File: src/core/bws_regs.svh
`ifndef BWS_REGS_SVH
`define BWS_REGS_SVH
// Functional notes
// - silence timeout flag (bit 4) sets only while selective wake is enabled
// - timeout flag sets with bus-silent indication and stays set afterwards
// - timeout flag raises interrupt in Stop/Normal when its mask bit is 1
// - clears of the timeout flag are ignored until next irq falling edge
// - system error flag (bit 3) sets on config error or frame errors above 32
// - system error sets only while enabled; when set, enabling is refused
// - system error 0 means selective wake possible, 1 blocks enabling
// - fault field bits 2:1: 00 none, 01 thermal, 10 tx dominant, 11 bus dominant
// - bit 0 flags supply low, disables transmitter; comparator on in Normal/Rx only
// - tx dominant fault recovers on tx data high or transceiver wake/off
// - bus dominant fault recovers on recessive bus or transceiver wake/off
// - supply low recovers as soon as supply is above threshold again
// - after any recovery, tx data must stay high for enable time first
// - wake flags: bus bit 9, timer two bit 8, timer one bit 7, inputs bits 4:0
// - entering Fail-Safe clears the whole wake flag register by itself
// - level register shows five wake inputs in bits 4:0, 1 high, 0 low
// - level register refreshes continuously in Normal, Stop, Init and Restart
// - in cyclic sense or wake, levels update after each sampling instant
// - reserved bits of these registers always read as zero
// - flags clear by host clear command over the serial port or soft reset; wake flags also at Fail-Safe entry, input wake bits 0 and 2-4 also at restart
`define BWS_ADDR_BUS        7'h43
`define BWS_ADDR_WAKE       7'h44
`define BWS_ADDR_LEVEL      7'h45
`define BWS_BUS_RESET       16'h0000
`define BWS_WAKE_RESET      16'h0000
`define BWS_LEVEL_RESET     16'h0000
`define BWS_WAKE_IMPL       16'h039f
`define BWS_WAKE_KEEP       16'h0782
`define BWS_WAKE_BUS_BIT    9
`define BWS_WAKE_T2_BIT     8
`define BWS_WAKE_T1_BIT     7
`define BWS_BUS_TO_BIT      4
`define BWS_BUS_SELECTIVE_WAKE_SYS_ERROR_BIT  3
`define BWS_BUS_FAULT_LSB   1
`define BWS_BUS_UV_BIT      0
`define BWS_FAULT_NONE      2'h0
`define BWS_FAULT_THERMAL   2'h1
`define BWS_FAULT_TXD_DOM   2'h2
`define BWS_FAULT_BUS_DOM   2'h3
`define BWS_FRAME_ERR_LIMIT 6'h20
`define BWS_FRAME_BITS      5'h18
`define BWS_CMD_BITS        5'h08
`define BWS_CLK_PERIOD_NS   10
`define BWS_TX_EN_TIME_NS   4000
`define BWS_TX_EN_CYC ((`BWS_TX_EN_TIME_NS + `BWS_CLK_PERIOD_NS - 1) / `BWS_CLK_PERIOD_NS)
`define BWS_IRQ_PULSE_NS    1000
`define BWS_IRQ_PULSE_CYC ((`BWS_IRQ_PULSE_NS + `BWS_CLK_PERIOD_NS - 1) / `BWS_CLK_PERIOD_NS)
`endif

File: src/core/bws_pkg.sv
package bws_pkg;
  typedef enum logic [2:0] {
    BWS_M_INIT, BWS_M_NORMAL, BWS_M_STOP, BWS_M_SLEEP, BWS_M_RESTART, BWS_M_FAIL_SAFE
  } bws_dev_mode_t;
  typedef enum logic [1:0] {
    BWS_T_OFF, BWS_T_WAKE_CAPABLE, BWS_T_RX_ONLY, BWS_T_NORMAL
  } bws_trx_mode_t;
  typedef enum {BWS_F_IDLE, BWS_F_CMD, BWS_F_DATA} bws_frame_state_t;
endpackage

File: src/core/bws_spi_if.sv
`timescale 1ns/1ps
interface bws_spi_if;
  logic [6:0]  addr;
  logic        clr;
  logic        addr_valid;
  logic        frame_done;
  logic [15:0] rd_data;
  modport frame (output addr, clr, addr_valid, frame_done, input rd_data);
  modport regs (input addr, clr, addr_valid, frame_done, output rd_data);
endinterface

File: src/core/bws_spi_frame.sv
`timescale 1ns/1ps
`include "bws_regs.svh"
module bws_spi_frame (
  // clock and reset
  input  wire logic  i_sys_clk,
  input  wire logic  i_rst_b,
  // serial pins
  input  wire logic  i_spi_sclk,
  input  wire logic  i_spi_csn_b,
  input  wire logic  i_spi_mosi,
  output logic       o_spi_miso,
  output logic       o_spi_miso_oe,
  // register side
  bws_spi_if.frame   spi
);
  logic [2:0]                  sclk_q;
  logic [2:0]                  csn_q;
  logic [1:0]                  mosi_q;
  logic [4:0]                  cnt;
  logic [7:0]                  sh_in;
  logic [15:0]                 sh_out;
  logic                        load_q;
  logic                        addr_valid_q;
  logic                        done_q;
  bws_pkg::bws_frame_state_t   state;

  // pins are asynchronous; stage two and three only feed the edge detectors
  always_ff @(posedge i_sys_clk or negedge i_rst_b) begin
    if (!i_rst_b) begin
      sclk_q <= 3'h0;
      csn_q  <= 3'h7;
      mosi_q <= 2'h0;
    end else begin
      sclk_q <= {sclk_q[1:0], i_spi_sclk};
      csn_q  <= {csn_q[1:0], i_spi_csn_b};
      mosi_q <= {mosi_q[0], i_spi_mosi};
    end
  end

  wire sclk_rise = sclk_q[1] & ~sclk_q[2];
  wire sclk_fall = ~sclk_q[1] & sclk_q[2];
  wire csn_fall  = ~csn_q[1] & csn_q[2];
  wire csn_rise  = csn_q[1] & ~csn_q[2];
  wire last_cmd  = (cnt == `BWS_CMD_BITS - 5'h01);

  always_ff @(posedge i_sys_clk or negedge i_rst_b) begin
    if (!i_rst_b) begin
      state        <= bws_pkg::BWS_F_IDLE;
      cnt          <= 5'h00;
      sh_in        <= 8'h00;
      sh_out       <= 16'h0000;
      load_q       <= 1'b0;
      addr_valid_q <= 1'b0;
      done_q       <= 1'b0;
    end else begin
      addr_valid_q <= 1'b0;
      done_q       <= 1'b0;
      load_q       <= addr_valid_q;
      if (load_q) begin
        sh_out <= spi.rd_data;
      end else if (sclk_fall && state == bws_pkg::BWS_F_DATA && cnt != `BWS_CMD_BITS) begin
        // the fall right after the last command bit must not shift bit 15 away
        sh_out <= {sh_out[14:0], 1'b0};
      end
      if (csn_rise) begin
        // only a whole frame commits; short or long frames are dropped
        done_q <= (state == bws_pkg::BWS_F_DATA) && (cnt == `BWS_FRAME_BITS);
        state  <= bws_pkg::BWS_F_IDLE;
      end else begin
        case (state)
          bws_pkg::BWS_F_IDLE: begin
            if (csn_fall) begin
              state  <= bws_pkg::BWS_F_CMD;
              cnt    <= 5'h00;
              sh_out <= 16'h0000;
            end
          end
          bws_pkg::BWS_F_CMD: begin
            if (sclk_rise) begin
              sh_in <= {sh_in[6:0], mosi_q[1]};
              cnt   <= cnt + 5'h01;
              if (last_cmd) begin
                state        <= bws_pkg::BWS_F_DATA;
                addr_valid_q <= 1'b1;
              end
            end
          end
          bws_pkg::BWS_F_DATA: begin
            if (sclk_rise && cnt != 5'h1f) begin
              cnt <= cnt + 5'h01;
            end
          end
          default: state <= bws_pkg::BWS_F_IDLE;
        endcase
      end
    end
  end

  assign spi.addr       = sh_in[6:0];
  assign spi.clr        = sh_in[7];
  assign spi.addr_valid = addr_valid_q;
  assign spi.frame_done = done_q;
  assign o_spi_miso     = sh_out[15];
  assign o_spi_miso_oe  = (state != bws_pkg::BWS_F_IDLE);
endmodule

File: src/core/bws_status_regs.sv
`timescale 1ns/1ps
`include "bws_regs.svh"
module bws_status_regs #(
  parameter int unsigned TX_EN_CYC     = `BWS_TX_EN_CYC,
  parameter int unsigned IRQ_PULSE_CYC = `BWS_IRQ_PULSE_CYC
) (
  // clock and reset
  input  wire logic                   i_sys_clk,
  input  wire logic                   i_rst_b,
  // serial port
  input  wire logic                   i_spi_sclk,
  input  wire logic                   i_spi_csn_b,
  input  wire logic                   i_spi_mosi,
  output logic                        o_spi_miso,
  output logic                        o_spi_miso_oe,
  // device and transceiver state
  input  wire bws_pkg::bws_dev_mode_t i_dev_mode,
  input  wire bws_pkg::bws_trx_mode_t i_trx_mode,
  input  wire logic                   i_soft_rst,
  input  wire logic                   i_restart,
  input  wire logic                   i_cyclic_mode,
  input  wire logic                   i_sample_strobe,
  // selective wake
  input  wire logic                   i_sel_wake_enable_req,
  input  wire logic                   i_bus_silent_indication,
  input  wire logic                   i_sw_config_error,
  input  wire logic [5:0]             i_frame_err_count,
  output logic                        o_selective_wake_enable,
  // transceiver faults
  input  wire logic                   i_transceiver_thermal_off,
  input  wire logic                   i_tx_dominant_timeout,
  input  wire logic                   i_bus_dominant_timeout,
  input  wire logic                   i_bus_recessive,
  input  wire logic                   i_txd,
  input  wire logic                   i_transceiver_supply_low,
  output logic                        o_tx_enable,
  // wake sources
  input  wire logic                   i_bus_wake,
  input  wire logic                   i_timer_one_wake,
  input  wire logic                   i_timer_two_wake,
  input  wire logic [4:0]             i_input_wake,
  input  wire logic [4:0]             i_wake_pin,
  // interrupt
  input  wire logic                   i_silence_timeout_irq_mask,
  output logic                        o_irq_out_n
);
  localparam logic [15:0] WK_IMPL = `BWS_WAKE_IMPL;
  localparam logic [15:0] WK_KEEP = `BWS_WAKE_KEEP;
  localparam logic [15:0] TX_LAST = 16'(TX_EN_CYC - 1);
  localparam logic [15:0] IRQ_LEN = 16'(IRQ_PULSE_CYC);

  if (TX_EN_CYC < 1 || TX_EN_CYC > 65535 || IRQ_PULSE_CYC < 2 || IRQ_PULSE_CYC > 65535) begin
    $error("bws_status_regs: cycle counts out of range");
  end

  bws_spi_if spi ();

  bws_spi_frame u_frame (
    .i_sys_clk     (i_sys_clk),
    .i_rst_b       (i_rst_b),
    .i_spi_sclk    (i_spi_sclk),
    .i_spi_csn_b   (i_spi_csn_b),
    .i_spi_mosi    (i_spi_mosi),
    .o_spi_miso    (o_spi_miso),
    .o_spi_miso_oe (o_spi_miso_oe),
    .spi           (spi)
  );

  logic [4:0]             wk_s1;
  logic [4:0]             wk_s2;
  logic                   txd_s1;
  logic                   txd_s2;
  logic                   low_s1;
  logic                   low_s2;
  logic                   sw_en;
  logic                   to_flag;
  logic                   clr_block;
  logic                   selective_wake_sys_error;
  logic [1:0]             fault;
  logic                   uv;
  logic                   txd_act;
  logic                   bus_act;
  logic                   tx_blocked;
  logic [15:0]            tx_cnt;
  logic [15:0]            irq_cnt;
  logic [15:0]            wk;
  logic [4:0]             lvl;
  logic [15:0]            rd_q;
  bws_pkg::bws_dev_mode_t mode_q;

  // pins from outside the clock domain
  always_ff @(posedge i_sys_clk or negedge i_rst_b) begin
    if (!i_rst_b) begin
      {wk_s2, wk_s1}   <= 10'h000;
      {txd_s2, txd_s1} <= 2'h3;
      {low_s2, low_s1} <= 2'h0;
    end else begin
      {wk_s2, wk_s1}   <= {wk_s1, i_wake_pin};
      {txd_s2, txd_s1} <= {txd_s1, i_txd};
      {low_s2, low_s1} <= {low_s1, i_transceiver_supply_low};
    end
  end

  // mode and command decode
  wire mode_irq  = (i_dev_mode == bws_pkg::BWS_M_NORMAL) || (i_dev_mode == bws_pkg::BWS_M_STOP);
  wire mode_live = mode_irq || (i_dev_mode == bws_pkg::BWS_M_INIT)
                   || (i_dev_mode == bws_pkg::BWS_M_RESTART);
  wire fs_entry  = (i_dev_mode == bws_pkg::BWS_M_FAIL_SAFE)
                   && (mode_q != bws_pkg::BWS_M_FAIL_SAFE);
  wire trx_on    = (i_trx_mode == bws_pkg::BWS_T_NORMAL) || (i_trx_mode == bws_pkg::BWS_T_RX_ONLY);
  wire trx_idle  = (i_trx_mode == bws_pkg::BWS_T_WAKE_CAPABLE)
                   || (i_trx_mode == bws_pkg::BWS_T_OFF);
  wire clr_cmd   = spi.frame_done && spi.clr;
  wire clr_bus   = clr_cmd && (spi.addr == `BWS_ADDR_BUS);
  wire clr_wk    = clr_cmd && (spi.addr == `BWS_ADDR_WAKE);

  // selective wake enable and its system error
  wire next_sw_en  = i_sel_wake_enable_req && (sw_en || !selective_wake_sys_error);
  wire selective_wake_sys_error_set  = sw_en && (i_sw_config_error
                     || (i_frame_err_count > `BWS_FRAME_ERR_LIMIT));
  wire next_selective_wake_sys_error = selective_wake_sys_error_set || (selective_wake_sys_error && !clr_bus);

  // silence timeout; set wins over a clear in the same cycle
  wire to_set    = sw_en && i_bus_silent_indication;
  wire to_new    = to_set && !to_flag;
  wire irq_start = to_new && i_silence_timeout_irq_mask && mode_irq;
  wire irq_fall  = (irq_cnt == IRQ_LEN);
  wire to_clr    = clr_bus && !clr_block;
  wire next_to   = to_set || (to_flag && !to_clr);
  wire next_blk  = irq_start || (clr_block && !irq_fall);

  // transceiver faults: highest code wins when several arrive together
  wire [1:0] fault_evt = i_bus_dominant_timeout    ? `BWS_FAULT_BUS_DOM :
                         i_tx_dominant_timeout     ? `BWS_FAULT_TXD_DOM :
                         i_transceiver_thermal_off ? `BWS_FAULT_THERMAL : `BWS_FAULT_NONE;
  wire [1:0] next_fault = (fault_evt != `BWS_FAULT_NONE) ? fault_evt :
                          clr_bus ? `BWS_FAULT_NONE : fault;
  wire uv_det       = low_s2 && trx_on;
  wire next_uv      = uv_det || (uv && !clr_bus);
  wire next_txd_act = i_tx_dominant_timeout || (txd_act && !txd_s2 && !trx_idle);
  wire next_bus_act = i_bus_dominant_timeout
                      || (bus_act && !i_bus_recessive && !trx_idle);
  wire any_fault    = i_transceiver_thermal_off || txd_act || bus_act || uv_det;

  // wake flags and levels
  wire [15:0] wk_set  = {6'h00, i_bus_wake, i_timer_two_wake, i_timer_one_wake,
                         2'h0, i_input_wake};
  wire        lvl_upd = i_cyclic_mode ? i_sample_strobe : mode_live;

  // read words; unused positions are tied low so reserved bits read zero
  wire [15:0] bus_word = {11'h000, to_flag, selective_wake_sys_error, fault, uv};
  wire [15:0] lvl_word = {11'h000, lvl};
  wire [15:0] rd_mux   = (spi.addr == `BWS_ADDR_BUS)   ? bus_word :
                         (spi.addr == `BWS_ADDR_WAKE)  ? wk :
                         (spi.addr == `BWS_ADDR_LEVEL) ? lvl_word : 16'h0000;

  always_ff @(posedge i_sys_clk or negedge i_rst_b) begin
    if (!i_rst_b) begin
      sw_en  <= 1'b0;
      mode_q <= bws_pkg::BWS_M_INIT;
      rd_q   <= 16'h0000;
    end else begin
      sw_en  <= next_sw_en;
      mode_q <= i_dev_mode;
      if (spi.addr_valid) begin
        rd_q <= rd_mux;
      end
    end
  end
  assign spi.rd_data = rd_q;

  // restart keeps every bus status bit; soft reset clears them
  always_ff @(posedge i_sys_clk or negedge i_rst_b) begin
    if (!i_rst_b) begin
      {to_flag, selective_wake_sys_error, fault, uv} <= 5'(`BWS_BUS_RESET);
      clr_block <= 1'b0;
    end else if (i_soft_rst) begin
      {to_flag, selective_wake_sys_error, fault, uv} <= 5'(`BWS_BUS_RESET);
      clr_block <= 1'b0;
    end else begin
      to_flag   <= next_to;
      selective_wake_sys_error    <= next_selective_wake_sys_error;
      fault     <= next_fault;
      uv        <= next_uv;
      clr_block <= next_blk;
    end
  end

  always_ff @(posedge i_sys_clk or negedge i_rst_b) begin
    if (!i_rst_b) begin
      irq_cnt <= 16'h0000;
    end else if (irq_start) begin
      irq_cnt <= IRQ_LEN;
    end else if (irq_cnt != 16'h0000) begin
      irq_cnt <= irq_cnt - 16'h0001;
    end
  end
  assign o_irq_out_n = (irq_cnt == 16'h0000);

  // after a fault clears, tx data must stay high for a full enable time
  always_ff @(posedge i_sys_clk or negedge i_rst_b) begin
    if (!i_rst_b) begin
      txd_act    <= 1'b0;
      bus_act    <= 1'b0;
      tx_blocked <= 1'b0;
      tx_cnt     <= 16'h0000;
    end else begin
      txd_act <= next_txd_act;
      bus_act <= next_bus_act;
      if (any_fault) begin
        tx_blocked <= 1'b1;
        tx_cnt     <= 16'h0000;
      end else if (tx_blocked) begin
        if (!txd_s2) begin
          tx_cnt <= 16'h0000;
        end else if (tx_cnt == TX_LAST) begin
          tx_blocked <= 1'b0;
        end else begin
          tx_cnt <= tx_cnt + 16'h0001;
        end
      end
    end
  end
  assign o_tx_enable             = !tx_blocked && !any_fault;
  assign o_selective_wake_enable = sw_en;

  // fail-safe entry is a hardware clear and beats a simultaneous wake event
  for (genvar i = 0; i < 16; i++) begin : g_wk
    if (WK_IMPL[i]) begin : g_bit
      always_ff @(posedge i_sys_clk or negedge i_rst_b) begin
        if (!i_rst_b) begin
          wk[i] <= 1'b0;
        end else if (i_soft_rst || fs_entry || (i_restart && !WK_KEEP[i])) begin
          wk[i] <= 1'b0;
        end else begin
          wk[i] <= wk_set[i] || (wk[i] && !clr_wk);
        end
      end
    end else begin : g_res
      assign wk[i] = 1'b0;
    end
  end

  always_ff @(posedge i_sys_clk or negedge i_rst_b) begin
    if (!i_rst_b) begin
      lvl <= 5'(`BWS_LEVEL_RESET);
    end else if (i_soft_rst) begin
      lvl <= 5'(`BWS_LEVEL_RESET);
    end else if (lvl_upd) begin
      lvl <= wk_s2;
    end
  end
endmodule

File: config.mk
export PLATFORM = sky130hd
export DESIGN_NAME = bws_status_regs
export DESIGN_NICKNAME = d
export VERILOG_FILES = /design/src/core/bws_pkg.sv /design/src/core/bws_spi_if.sv /design/src/core/bws_spi_frame.sv /design/src/core/bws_status_regs.sv
export VERILOG_INCLUDE_DIRS = /design/src /design/src/core
export SDC_FILE = /design/constraint.sdc
export NUM_CORES = 1
export LEC_CHECK = 0
export BUFFER_PORTS_ARGS = -buffer_cell sky130_fd_sc_hd__buf_4
export CORE_AREA = 2 2 102 104
export CTS_BUF_LIST = sky130_fd_sc_hd__clkbuf_8
export CTS_CLUSTER_DIAMETER = 150
export DETAILED_ROUTE_END_ITERATION = 10
export DIE_AREA = 0 0 104 106
export PLACE_DENSITY = 0.79
export SYNTH_ARGS = -nofsm -noshare
export SYNTH_HDL_FRONTEND = slang
export SYNTH_SLANG_ARGS = --single-unit
export TNS_END_PERCENT = 10
File: constraint.sdc
create_clock -name i_sys_clk -period 6.2 [get_ports i_sys_clk]
set_input_delay 0.62 -clock i_sys_clk [delete_from_list [all_inputs] [get_ports i_sys_clk]]
set_output_delay 0.62 -clock i_sys_clk [all_outputs]
set_load 0.05 [all_outputs]
* Word level (Yosys, flattened, before mapping) *
Index checks and enable logic that the tools add are counted.

storage, ports and cells
  bits in registers = 160
  latch bits = 0
  memory bits (writable) = 0
  ROM bits = 0
  input port bits = 43
  output and inout port bits = 5
  word-level logic and storage cells = 219
  memories = 0

operators by class
  add/sub/neg operators = 3
  multipliers = 0
  divide/modulo/power cells = 0
  $lt $le $gt $ge = 1
  equal/unequal tests = 28
  shift operators = 0
  muxes and demuxes = 53
  bitwise logic cells = 9
  reduce and logical (&&, ||, !) cells = 87

operators by type and width
  operator               count
  $mux 16                11
  $mux 32                4
  $pmux 32 s3            1
  $logic_and 1x1->1      33
  $eq 32x1->1 const B    1
  $eq 32x2->1 const B    1
  $eq 32x3->1 const B    1
  $logic_not 32->1       1
  $reduce_bool 32->1     1
  $mux 5                 6
  $logic_or 1x1->1       26
  $mux 1                 23
  $eq 7x7->1 const B     3
  $mux 10                2
  $add 16x1->16 const B  1
  $eq 16x7->1 const B    1
  $eq 16x9->1 const B    1
  $logic_not 16->1       1
  $reduce_bool 16->1     1
  $sub 16x1->16 const B  1
  $pmux 5 s3             1
  $logic_not 1->1        12
  $mux 2                 5
  $ne 3x1->1 const B     3
  23 further kinds       40

* Logic depth before layout (Yosys ltp) *
Gate-level depths: netlist of run 1.

  word-level depth = 9
  mapped depth = 9

* By module *
A second synthesis of run 1 with hierarchy kept.

second synthesis, totals
  cells, all modules = 542
  area, all modules = 5,646.7 um^2

modules (own cells, without submodules)
  module           instances  cells an instance  area each (um^2)  sequential area each (um^2)
  bws_status_regs  1          357                3,711.1           2,004.4
  bws_spi_frame    1          185                1,935.6           1,054.8

* Least setup slack after synthesis of run 1 *
No wires, ideal clock.

  kind = input -> output
  start point = input i_trx_mode[1]
  end point = output o_tx_enable
  arrival = 1.947 ns
  data required time = 5.580 ns
  slack = 3.633 ns
  stages on the path = 4
  path buffers = 1
  cells stage by stage = a2111oi_0 > nand2_1 > clkbuf_1 > inv_1

on the way
  cells in the longest elaborated chain, start to end = 6
  elaborated cells between the ends (all ways) = 7
  those cells by class = eq/ne (2); reduce/logical (5)

RTL lines
  what                   line                    RTL
  start, declared        bws_status_regs.sv:18   input wire bws_pkg::bws_trx_mode_t i_trx_mode,
  $eq 2x2->1             bws_status_regs.sv:110  wire trx_on = (i_trx_mode == bws_pkg::BWS_T_NORMAL) || (i_trx_mode == bws_pkg::BWS_T_RX_ONLY);
  $logic_or 1x1->1 (*)   bws_status_regs.sv:110
  $logic_and 1x1->1 (*)  bws_status_regs.sv:138  wire uv_det = low_s2 && trx_on;
  $logic_or 1x1->1 (*)   bws_status_regs.sv:143  wire any_fault = i_transceiver_thermal_off || txd_act || bus_act || uv_det;
  $logic_not 1->1 (*)    bws_status_regs.sv:224  assign o_tx_enable = !tx_blocked && !any_fault;
  $logic_and 1x1->1 (*)  bws_status_regs.sv:224
  end, declared          bws_status_regs.sv:36   output logic o_tx_enable,

Every way passes the cells marked *; elsewhere a longest branch is shown, timed or not.

* Final worst setup path of run 1 *
  start point = register low_s2
  end point = output o_tx_enable

on the way
  cells in the longest elaborated chain, start to end = 4

RTL lines
  what                    line                    RTL
  start, declared         bws_status_regs.sv:74   logic low_s2;
  start signal, assigned  bws_status_regs.sv:100  {low_s2, low_s1} <= {low_s1, i_transceiver_supply_low};
  $logic_and 1x1->1       bws_status_regs.sv:138
  $logic_or 1x1->1        bws_status_regs.sv:143
  $logic_not 1->1         bws_status_regs.sv:224
  $logic_and 1x1->1       bws_status_regs.sv:224

No other way between the ends.

==> implementation parameters, run 1 <==
Parameter                              Value

Clock tree
  Clock-pin transition on the worst setup and hold timing paths    0.07 ns
  # resized after CTS    0
  Number of clock sinks seen by CTS    122
  # hold bufs at CTS    0
  Number of buffers created by CTS    17
  CTS tree    done
  Maximum level of the CTS H-tree    4
  Post-CTS repair timing setup buffer count    0
  CTS max path bufs    2
  Library cell used as clock root buffer    sky130_fd_sc_hd__clkbuf_8
  Clock Latency Late Sink    0.42 ns

Yosys
  Mapped cell area    5323 sq um
  Post-synthesis cell type count    56
  Commonest register cell after synthesis    sky130_fd_sc_hd__dfrtp_1
  Number of nets in the synthesized netlist    545
  Number of enable flip-flop cells after synthesis    0
  Most frequent cell after synthesis    sky130_fd_sc_hd__dfrtp_1
  Yosys warning total    0
  #FFs+latches synth    122
  Sequential cell area fraction in the yosys report    0.5748
  Top cell types by occurrence after synthesis    sky130_fd_sc_hd__dfrtp_1, sky130_fd_sc_hd__nor2_1, sky130_fd_sc_hd__nand2_1
  Most area-consuming cells after synthesis    sky130_fd_sc_hd__dfrtp_1, sky130_fd_sc_hd__nor2_1, sky130_fd_sc_hd__nand2_1
  Syn Inst Count    492
  Mean post-synth cell area    10.82 sq um
  Cell type with the largest total area after synthesis    sky130_fd_sc_hd__dfrtp_1
  Share of async-settable or async-resettable flops after synthesis    1.000
  Synth top area share    0.5501

Place
  Half-perimeter wire length after detailed placement    7.022 mm
  IO buf count    46
  Instance area at placement    5813 sq um
  Setup WS pre-CTS    3.198 ns
  Routability congestion estimate from global placement    0.8343

Pwr
  Portion of total power attributed to combinational logic    0.159
  Clock Power Share    0.365
  Post-route total power    2065 uW
  Design internal power    1477 uW
  Seq pwr share    0.477
  Switching part of the total power    0.2849
  Maximum VDD drop    166.5 uV
  Static Leak    0.002778 uW
  Power density over cell area    330.8 nW/um^2
  P_sw    588.4 uW

Worst setup path
  Length in cells of the worst reg-to-reg path    5
  Worst Path Max Fanout    11
  Flop-to-flop setup slack    3.85 ns
  Worst R2R Start    low_s2$_DFF_PN0_
  Critical Path End Type    output pin
  Crit Path Category    reg -> out
  Kind of start point of the critical path    flop
  Data arrival time of the critical path    2.48 ns
  Terminus of the critical flop-to-flop path    tx_cnt[10]$_DFFE_PN0P_
  Critical path required time    5.58 ns

Run
  Reported max-cap violation count    0

Floorplanning
  Top-level I/O count    48
  Std-Cell Core Area    10000 sq um
  Die outline width    104 microns
  Die height    106 microns
  Initial standard-cell utilization of the core    0.5323
  Floorplan die area    11020 sq um
  Number of standard-cell rows in the floorplan    37

STA
  Endpoints failing setup    0
  Final worst setup slack    3.104 ns
  Number of endpoints with negative hold slack in the final report    0
  F_max    323.0 MHz
  Unrepaired setup endpoints after global routing    false
  Fin crit period    3.096 ns
  Transition time at the pin with the least slew margin    0.9900 ns
  Setup TNS Final    0 ns
  Final critical-path share of the clock period    0.4993
  Worst clock skew    0.01380 ns
  Max-Slew Margin vs Limit    0.3356
  Max Transition Viols Final    0

Layout
  Diode insertion count for antenna repair    0
  Fraction of final layout cells with drive strength greater than 1    0.1925
  Number of nets at the end of the flow    601
  Area grow syn2layout    17.28%
  Area of all placed cells without fillers    6242 sq um

Run status
  Run status    completed

Routing
  Wirelength per Cell    14.37 microns
  Drt via density    5.420
  Antenna-violating nets left    0
  DRT iter0 DRCs    178
  DR DRC count    0
  Number of detailed-routing iterations run before antenna repair    5
  Final wirelength    10.02 mm
  Vias post-DR    3778

Global routing
  Number of global-route vias before repair    3756
  Initial antenna violation count    0
  Total Routing Usage GR    0.1972
  Global-route congestion overflow total    0
  First-pass GRT wire length    17.45 mm
  Largest net degree at the start of global routing    77

Worst hold path
  End point of the most critical hold path    u_frame.csn_q[0]$_DFF_PN1_
  Number of cells on the worst hold path    1
  Class of the worst hold path    in -> reg
  Beginning of the worst hold path    i_spi_csn_b
## routing by layer
| layer | wire length (microns) | global-route usage |
|---|---|---|
| met5 | 0 | 0 |
| met4 | 119 | 0.05792 |
| met3 | 359 | 0.05212 |
| met2 | 5066 | 0.3318 |
| met1 | 4471 | 0.2533 |
## power groups by stage
stage	registers [uW]	logic, uW	clock network [uW]
6_report	984	328	753
5_1_grt	1000	374	799
4_1_cts	984	332	767
3_5_place_dp	998	329	0
3_3_place_gp	989	306	0
2_1_floorplan	975	235	0
## cell families after synthesis
group | count (synthesis) | share of synthesized area
and+or+nand+nor | 187 | 0.1852
adders and majority gates | 11 | 0.02539
buffers and inverters | 34 | 0.02562
xor gates and xnor gates | 24 | 0.03949
muxes | 25 | 0.04913
DFF | 122 | 0.5748
AOI/OAI and AO/OA | 89 | 0.1004
## how the worst max path moves through the flow
stage / from / end / slack [ns]
6_report: low_s2$_DFF_PN0_ / o_tx_enable / 3.10
3_3_place_gp: i_trx_mode[1] / o_tx_enable / 3.23
2_1_floorplan: i_trx_mode[1] / o_tx_enable / 3.63
4_1_cts: low_s2$_DFF_PN0_ / o_tx_enable / 3.06
3_5_place_dp: i_trx_mode[1] / o_tx_enable / 3.20
5_1_grt: low_s2$_DFF_PN0_ / o_tx_enable / 2.81
## cell type report
| cell class | instances | area (sq um) |
|---|---|---|
| Timing Repair Buffer | 49 | 367.9 |
| Tap cell | 136 | 170.2 |
| Inverter | 22 | 82.58 |
| Clock inverter | 14 | 181.4 |
| Sequential cell | 122 | 3059 |
| Fill cell | 842 | 3757 |
| Clock buffer | 18 | 247.7 |
| Multi-Input combinational cell | 336 | 2133 |
## worst max-delay path, cell delays in order, from the launching register on
cell                        delay [ns]
sky130_fd_sc_hd__dfrtp_1          0.37
sky130_fd_sc_hd__a2111oi_0        0.84
sky130_fd_sc_hd__nand2_1          0.43
sky130_fd_sc_hd__inv_1            0.19
sky130_fd_sc_hd__buf_4            0.22
## stage by stage
stage | instances | utilization | hold WS [ns]
6_report | 697 | 0.6242 | 0.3039
5_1_grt | 697 | 0.6242 | 0.2782
4_1_cts | 697 | 0.6242 | 0.2852
3_5_place_dp | 665 | 0.5813 | 0.3363
3_3_place_gp | 665 | 0.5813 | 0.3351
2_1_floorplan | 492 | - | 0.3244
## flip-flops by register name, indices dropped and copies added, names as in the netlist, 2 cells and up
name,cells
fault,2
irq_cnt,16
lvl,5
mode_q,3
rd_q,8
tx_cnt,16
u_frame.cnt,5
u_frame.csn_q,3
u_frame.mosi_q,2
u_frame.sclk_q,3
u_frame.sh_in,8
u_frame.sh_out,16
u_frame.state,2
wk,8
wk_s1,5
wk_s2,5
## cell usage in the layout, fill, tap and decap left out, types with 5 or more instances in the layout
cell type                  synthesis  final
sky130_fd_sc_hd__xnor2_1           6      6
sky130_fd_sc_hd__o21ai_1           7      7
sky130_fd_sc_hd__buf_4             0     49
sky130_fd_sc_hd__o21ai_0          24     24
sky130_fd_sc_hd__dfstp_2           5      5
sky130_fd_sc_hd__inv_1            22     24
sky130_fd_sc_hd__ha_1             10     10
sky130_fd_sc_hd__mux2_2            9      9
sky130_fd_sc_hd__nand3_1          11     11
sky130_fd_sc_hd__nor3_1            6      6
sky130_fd_sc_hd__nor2_1           58     58
sky130_fd_sc_hd__a22oi_1           5      5
sky130_fd_sc_hd__a21oi_1          27     27
sky130_fd_sc_hd__dfrtp_1         117    117
sky130_fd_sc_hd__nand2_1          44     44
sky130_fd_sc_hd__and3_1            5      5
sky130_fd_sc_hd__nand4_1          10     10
sky130_fd_sc_hd__nand2b_1          9      9
sky130_fd_sc_hd__mux2i_1          16     16
sky130_fd_sc_hd__clkbuf_8          0     18
sky130_fd_sc_hd__nand3b_1          9      9
sky130_fd_sc_hd__xor2_1           18     18
(Power assumes the default switching activity.)
==> run 2: changes to the inputs <==
Clock period 6.2 ns to 3.2 ns, I/O delays scaled along.
==> run 2 against run 1 <==
Sequential share of layout area decreased by 1.0 points; flip-flop and latch count unchanged; worst hold slack lost 0.26 ns; clock power increased by 93%; via count grew 2.7%; core utilization is 1.4 points higher; clock-buffer cell count stayed put; largest power group unchanged.
==> implementation parameters, run 2 (same netlist as run 1, synthesis figures left out) <==
Parameter                              Value

Run status
  Run status    completed

STA
  Fin crit period    2.687 ns
  Transition time at the pin with the least slew margin    1.067 ns (+0.07674 ns)
  Endpoints failing setup    0 (unchanged)
  Hold_ws    0.04460 ns (-0.2593 ns)
  F_max    372.2 MHz
  Setup TNS Final    0 ns (unchanged)
  Number of endpoints with negative hold slack in the final report    0 (unchanged)
  Max-Slew Margin vs Limit    0.2840 (-0.05151)
  Max Transition Viols Final    0 (unchanged)
  Final critical-path share of the clock period    0.8396
  Worst clock skew    0.01015 ns (-0.003650 ns)
  Unrepaired setup endpoints after global routing    false

Worst setup path
  Slowest stage delay, CP    0.64 ns (-0.20 ns)
  Critical path required time    2.88 ns (-2.70 ns)
  Flop-to-flop setup slack    0.91 ns (-2.94 ns)
  Worst Path Max Fanout    6 (-5)
  Critical Path End Type    output pin
  Critical path cell sequence    or4_1 -> or4_4 -> nor2_4 -> buf_4
  Data arrival time of the critical path    2.37 ns (-0.11 ns)
  Kind of start point of the critical path    flop
  Crit Path Category    reg -> out
  Master of the slowest instance on the critical path    sky130_fd_sc_hd__or4_1

Clock tree
  CTS max path bufs    2 (unchanged)
  Library cell used as clock root buffer    sky130_fd_sc_hd__clkbuf_8
  CTS tree    done
  # resized after CTS    0 (unchanged)
  Clock-pin transition on the worst setup and hold timing paths    0.07 ns (about the same)
  Number of clock sinks seen by CTS    122 (unchanged)
  Clock Latency Late Sink    0.42 ns (about the same)
  Maximum level of the CTS H-tree    4 (unchanged)
  Number of buffers created by CTS    17 (unchanged)

Floorplanning
  Number of standard-cell rows in the floorplan    37 (unchanged)
  Die height    106 microns (unchanged)
  Std-Cell Core Area    10000 sq um (unchanged)
  Top-level I/O count    48 (unchanged)
  Initial standard-cell utilization of the core    0.5323 (unchanged)
  Floorplan die area    11020 sq um (unchanged)
  Die outline width    104 microns (unchanged)

Pwr
  Power density over cell area    629.4 nW/um^2 (+90%)
  Maximum VDD drop    365.7 uV (+120%)
  Switching part of the total power    0.2839 (-0.001038)
  Post-route total power    4015 uW (+94%)
  Static Leak    0.002839 uW (+2.2%)
  P_sw    1140 uW (+94%)
  Clock Power Share    0.362 (-0.003)
  Portion of total power attributed to combinational logic    0.163 (+0.004)
  Seq pwr share    0.475 (-0.002)
  Design internal power    2875 uW (+95%)

Routing
  Wirelength per Cell    14.68 microns (+2.2%)
  Final wirelength    10.44 mm (+4.2%)
  Antenna-violating nets left    0 (unchanged)
  DR DRC count    0 (unchanged)
  Number of detailed-routing iterations run before antenna repair    5 (unchanged)
  DRT iter0 DRCs    190 (+6.7%)
  Vias post-DR    3880 (+2.7%)
  Drt via density    5.457 (+0.68%)

Layout
  Area grow syn2layout    19.84%
  Number of nets at the end of the flow    616 (+2.5%)
  Most common library cell in the layout ignoring fill and taps    sky130_fd_sc_hd__dfrtp_1
  Top Registers    irq_cnt x16, tx_cnt x16, u_frame.sh_out x16
  Diode insertion count for antenna repair    0 (unchanged)
  Top library cells by usage in the layout, fill and taps aside    sky130_fd_sc_hd__dfrtp_1, sky130_fd_sc_hd__nor2_1, sky130_fd_sc_hd__buf_4
  Area of all placed cells without fillers    6379 sq um (+2.2%)
  Final instance count without filler cells    711 (+2.0%)
  Fraction of final layout cells with drive strength greater than 1    0.1948 (+0.002269)

Global routing
  Number of global-route vias before repair    4019 (+7.0%)
  Total Routing Usage GR    0.2039 (+0.006754)
  Largest net degree at the start of global routing    63 (-18%)
  First-pass GRT wire length    18.11 mm (+3.8%)
  Global-route congestion overflow total    0 (unchanged)
  Initial antenna violation count    0 (unchanged)

Place
  Total instance count after detailed placement    669 (+0.60%)
  Routability congestion estimate from global placement    0.8241 (-1.2%)
  IO buf count    46 (unchanged)
  Half-perimeter wire length after detailed placement    6.947 mm (-1.1%)
  Instance area at placement    5843 sq um (+0.52%)

Run
  Reported max-cap violation count    0 (unchanged)

Worst hold path
  Class of the worst hold path    in -> reg
[run 2: cell count changes in the layout (fill, tap and decap cells not counted), sizes merged]
cell	delta
dlygate4sd3	+11
inv	-1
buf	+4
[run 2: through the flow]
step | util | setup WS [ns]
finish | 0.6379 | 0.5133
global placement | 0.5843 | 0.9356
detailed placement | 0.5843 | 0.9093
global route | 0.6379 | 0.3945
floorplan | - | 0.9436
CTS | 0.6379 | 0.4845
[run 2: final timing paths]
kind	depth (start not counted)	endpoint	startpoint
worst max register to register	8	u_frame.cnt[3]$_DFFE_PN0P_	u_frame.cnt[0]$_DFFE_PN0P_
min in group asynchronous	2	u_frame.cnt[4]$_DFFE_PN0P_	i_rst_b
worst min-delay path	1	mode_q[2]$_DFF_PN0_	i_dev_mode[2]
max in group asynchronous	3	txd_s1$_DFF_PN1_	i_rst_b
worst min register to register	0	wk_s2[1]$_DFF_PN0_	wk_s1[1]$_DFF_PN0_
worst max-delay path	4	o_irq_out_n	irq_cnt[10]$_DFFE_PN0P_
[run 2: repair_timing]
item,CTS,global route
hold buffers,11,0
hold endpoints to repair,26,0
buffers inserted,0,0
[run 2: layout make-up]
type / count / area, sq um
sequential: 122 / 3059
timing repair buffer: 64 / 508.0
clock inverter: 13 / 177.7
inverter: 22 / 82.58
tap: 136 / 170.2
clock buffer: 18 / 247.7
fill: 797 / 3621
multi-input combinational: 336 / 2133
[run 2: power by group through the flow]
stage | Combinational, uW | Clock [uW] | Sequential (uW)
2_1_floorplan | 456 | 0 | 1890
3_3_place_gp | 606 | 0 | 1910
3_5_place_dp | 638 | 0 | 1930
4_1_cts | 656 | 1470 | 1900
5_1_grt | 736 | 1540 | 1940
6_report | 653 | 1450 | 1910
[run 2: worst max-delay path, delay by kind of cell, from the launching register on]
family,cells,cell delay (ns)
buffers and inverters,1,0.22
AND/OR/NAND/NOR,3,1.32
flip-flops,1,0.41
[run 2: metal layers]
metal | global-route usage | wire (microns) | share of wire | vias up
li1 | - | - | - | 1853
met1 | 0.2457 | 4574 | 0.44 | 1939
met2 | 0.3604 | 5375 | 0.51 | 72
met3 | 0.05028 | 336 | 0.032 | 16
met4 | 0.06757 | 154 | 0.015 | 0
met5 | 0 | 0 | 0 | -
==> run 3: changes to the inputs <==
Clock period 3.2 ns to 2.82 ns, I/O delays scaled along.
==> run 3 against run 2 <==
Design area increased by 0.71%; clock power is 13% higher; wire length up 6.1%; largest power group unchanged.
==> implementation parameters, run 3 (same netlist as run 1, synthesis figures left out) <==
Parameter                              Value

Run status
  Run status    completed

Place
  Routability congestion estimate from global placement    0.8023 (-2.6%)
  IO buf count    46 (unchanged)
  Setup WS pre-CTS    0.4655 ns (-0.4439 ns)
  Half-perimeter wire length after detailed placement    7.297 mm (+5.0%)

Routing
  Drt via density    5.474 (+0.31%)
  Vias post-DR    3914 (+0.88%)
  DRT iter0 DRCs    154 (-19%)
  Wirelength per Cell    15.49 microns (+5.5%)
  Number of detailed-routing iterations run before antenna repair    5 (unchanged)
  Antenna-violating nets left    0 (unchanged)
  DR DRC count    0 (unchanged)
  Final wirelength    11.08 mm (+6.1%)

Global routing
  First-pass GRT wire length    19.31 mm (+6.6%)
  Met2 usage    0.3966 (+0.03618)
  Initial antenna violation count    0 (unchanged)
  Global-route congestion overflow total    0 (unchanged)
  Number of global-route vias before repair    4179 (+4.0%)
  Busiest layer in global routing    met2
  Largest net degree at the start of global routing    77 (+22%)
  Total Routing Usage GR    0.2225 (+0.01854)
  Met3 global-route usage    0.06193 (+0.01165)
  Met1 global-route usage    0.2551 (+0.009458)

STA
  Fin crit period    2.679 ns
  Max-Slew Margin vs Limit    0.3898 (+0.1058)
  Final worst setup slack    0.1415 ns (-0.3719 ns)
  Max Transition Viols Final    0 (unchanged)
  F_max    373.3 MHz
  Transition time at the pin with the least slew margin    0.8922 ns (-0.1746 ns)
  Endpoints failing setup    0 (unchanged)
  Final critical-path share of the clock period    0.9498
  Number of endpoints with negative hold slack in the final report    0 (unchanged)
  Worst clock skew    0.009095 ns (-0.001052 ns)
  Setup TNS Final    0 ns (unchanged)
  Unrepaired setup endpoints after global routing    false

Floorplanning
  Initial standard-cell utilization of the core    0.5323 (unchanged)
  Die outline width    104 microns (unchanged)
  Std-Cell Core Area    10000 sq um (unchanged)
  Number of standard-cell rows in the floorplan    37 (unchanged)
  Die height    106 microns (unchanged)
  Floorplan die area    11020 sq um (unchanged)
  Top-level I/O count    48 (unchanged)

Run
  Reported max-cap violation count    0 (unchanged)

Clock tree
  Number of clock sinks seen by CTS    122 (unchanged)
  Maximum level of the CTS H-tree    4 (unchanged)
  CTS max path bufs    2 (unchanged)
  Clock-pin transition on the worst setup and hold timing paths    0.07 ns (about the same)
  Clock Latency Late Sink    0.44 ns (+0.02 ns)
  CTS tree    done
  Library cell used as clock root buffer    sky130_fd_sc_hd__clkbuf_8
  # hold bufs at CTS    14 (+3)
  # resized after CTS    0 (unchanged)
  Number of buffers created by CTS    17 (unchanged)
  Post-CTS repair timing setup buffer count    0 (unchanged)

Layout
  Fraction of final layout cells with drive strength greater than 1    0.1969 (+0.002109)
  Diode insertion count for antenna repair    0 (unchanged)
  Number of nets at the end of the flow    619 (+0.49%)
  Most common library cell in the layout ignoring fill and taps    sky130_fd_sc_hd__dfrtp_1
  Fill count    800 (+0.38%)
  Area grow syn2layout    20.69%
  Top library cells by usage in the layout, fill and taps aside    sky130_fd_sc_hd__dfrtp_1, sky130_fd_sc_hd__nor2_1, sky130_fd_sc_hd__buf_4
  Area of combinational cells with multiple inputs    2133 sq um (unchanged)
  End-of-flow core utilization    0.6424 (+0.004504)
  FF/Latch Area    3059 sq um (unchanged)
  Top Registers    irq_cnt x16, tx_cnt x16, u_frame.sh_out x16

Worst setup path
  Critical path origin    irq_cnt[12]$_DFFE_PN0P_
  Flop-to-flop setup slack    0.44 ns (-0.47 ns)
  Destination of the critical timing path    o_irq_out_n
  Worst R2R Start    u_frame.cnt[0]$_DFFE_PN0P_
  Crit Path Category    reg -> out
  Worst Path Max Fanout    6 (unchanged)
  Terminus of the critical flop-to-flop path    u_frame.cnt[3]$_DFFE_PN0P_
  Data arrival time of the critical path    2.40 ns (+0.03 ns)
  Kind of start point of the critical path    flop
  Critical path required time    2.54 ns (-0.34 ns)
  Length in cells of the worst reg-to-reg path    8 (unchanged)
  Critical Path End Type    output pin

Pwr
  Power density over cell area    713.3 nW/um^2 (+13%)
  Static Leak    0.002845 uW (+0.20%)
  Maximum VDD drop    465.5 uV (+27%)

Worst hold path
  Class of the worst hold path    in -> reg
  Number of cells on the worst hold path    2 (+1)
-- run 3: cell types whose count changed in the layout (fill, tap and decap cells not counted), sizes merged --
cell,previous run,this run
clkinvlp,4,6
inv,23,24
bufinv,4,3
clkinv,4,2
clkbuf,18,19
dlygate4sd3,11,14
-- run 3: worst min-delay path by stage --
| stage | endpoint | slack [ns] | start |
|---|---|---|---|
| 6_report | bus_act$_DFF_PN0_ | 0.02 | i_bus_recessive |
| 5_1_grt | bus_act$_DFF_PN0_ | 0.003 | i_bus_recessive |
| 4_1_cts | bus_act$_DFF_PN0_ | 0.006 | i_bus_recessive |
| 3_5_place_dp | mode_q[2]$_DFF_PN0_ | 0.17 | i_rst_b |
| 3_3_place_gp | mode_q[0]$_DFF_PN0_ | 0.16 | i_rst_b |
| 2_1_floorplan | bus_act$_DFF_PN0_ | -0.01 | i_rst_b |
-- run 3: per-stage QoR --
stage | hold slack [ns] | total power (uW) | area [sq um] | std cells
after detailed placement | 0.1663 | 2930 | 5856 | 669
final | 0.02387 | 4582 | 6424 | 715
after floorplan | -0.01359 | 2660 | 5323 | 492
after CTS | 0.006438 | 4595 | 6424 | 715
after global routing | 0.002855 | 4822 | 6424 | 715
after global placement | 0.1621 | 2862 | 5856 | 669
-- run 3: power breakdown --
| part | switching [uW] | leakage (uW) | total, uW | internal (uW) |
|---|---|---|---|---|
| sequential | 215 | 0.00157 | 2170 | 1960 |
| clock | 715 | 0.000197 | 1640 | 924 |
| combinational | 435 | 0.00108 | 773 | 337 |
| total | 1360 | 0.00284 | 4580 | 3220 |
-- run 3: layout make-up --
class | count | share of cell area
multi-input cells | 336 | 0.3321
inverters | 22 | 0.01286
flip-flops and latches | 122 | 0.4762
repair buffers | 67 | 0.08570
clock buffers | 19 | 0.04071
clock inverters | 13 | 0.02591
well taps | 136 | 0.02649
-- run 3: critical path, cell delays in order (launching register included) --
cell,delay (ns)
sky130_fd_sc_hd__dfrtp_1,0.39
sky130_fd_sc_hd__or4_1,0.66
sky130_fd_sc_hd__or4_4,0.51
sky130_fd_sc_hd__nor2_4,0.17
sky130_fd_sc_hd__buf_4,0.22
-- run 3: per-layer routing --
metal  up-vias  wire length (microns)  share of wire
li1       1868                      -              -
met1      1916                   4572           0.41
met2       105                   5817           0.53
met3        25                    444          0.040
met4         0                    244          0.022
met5         -                      0              0
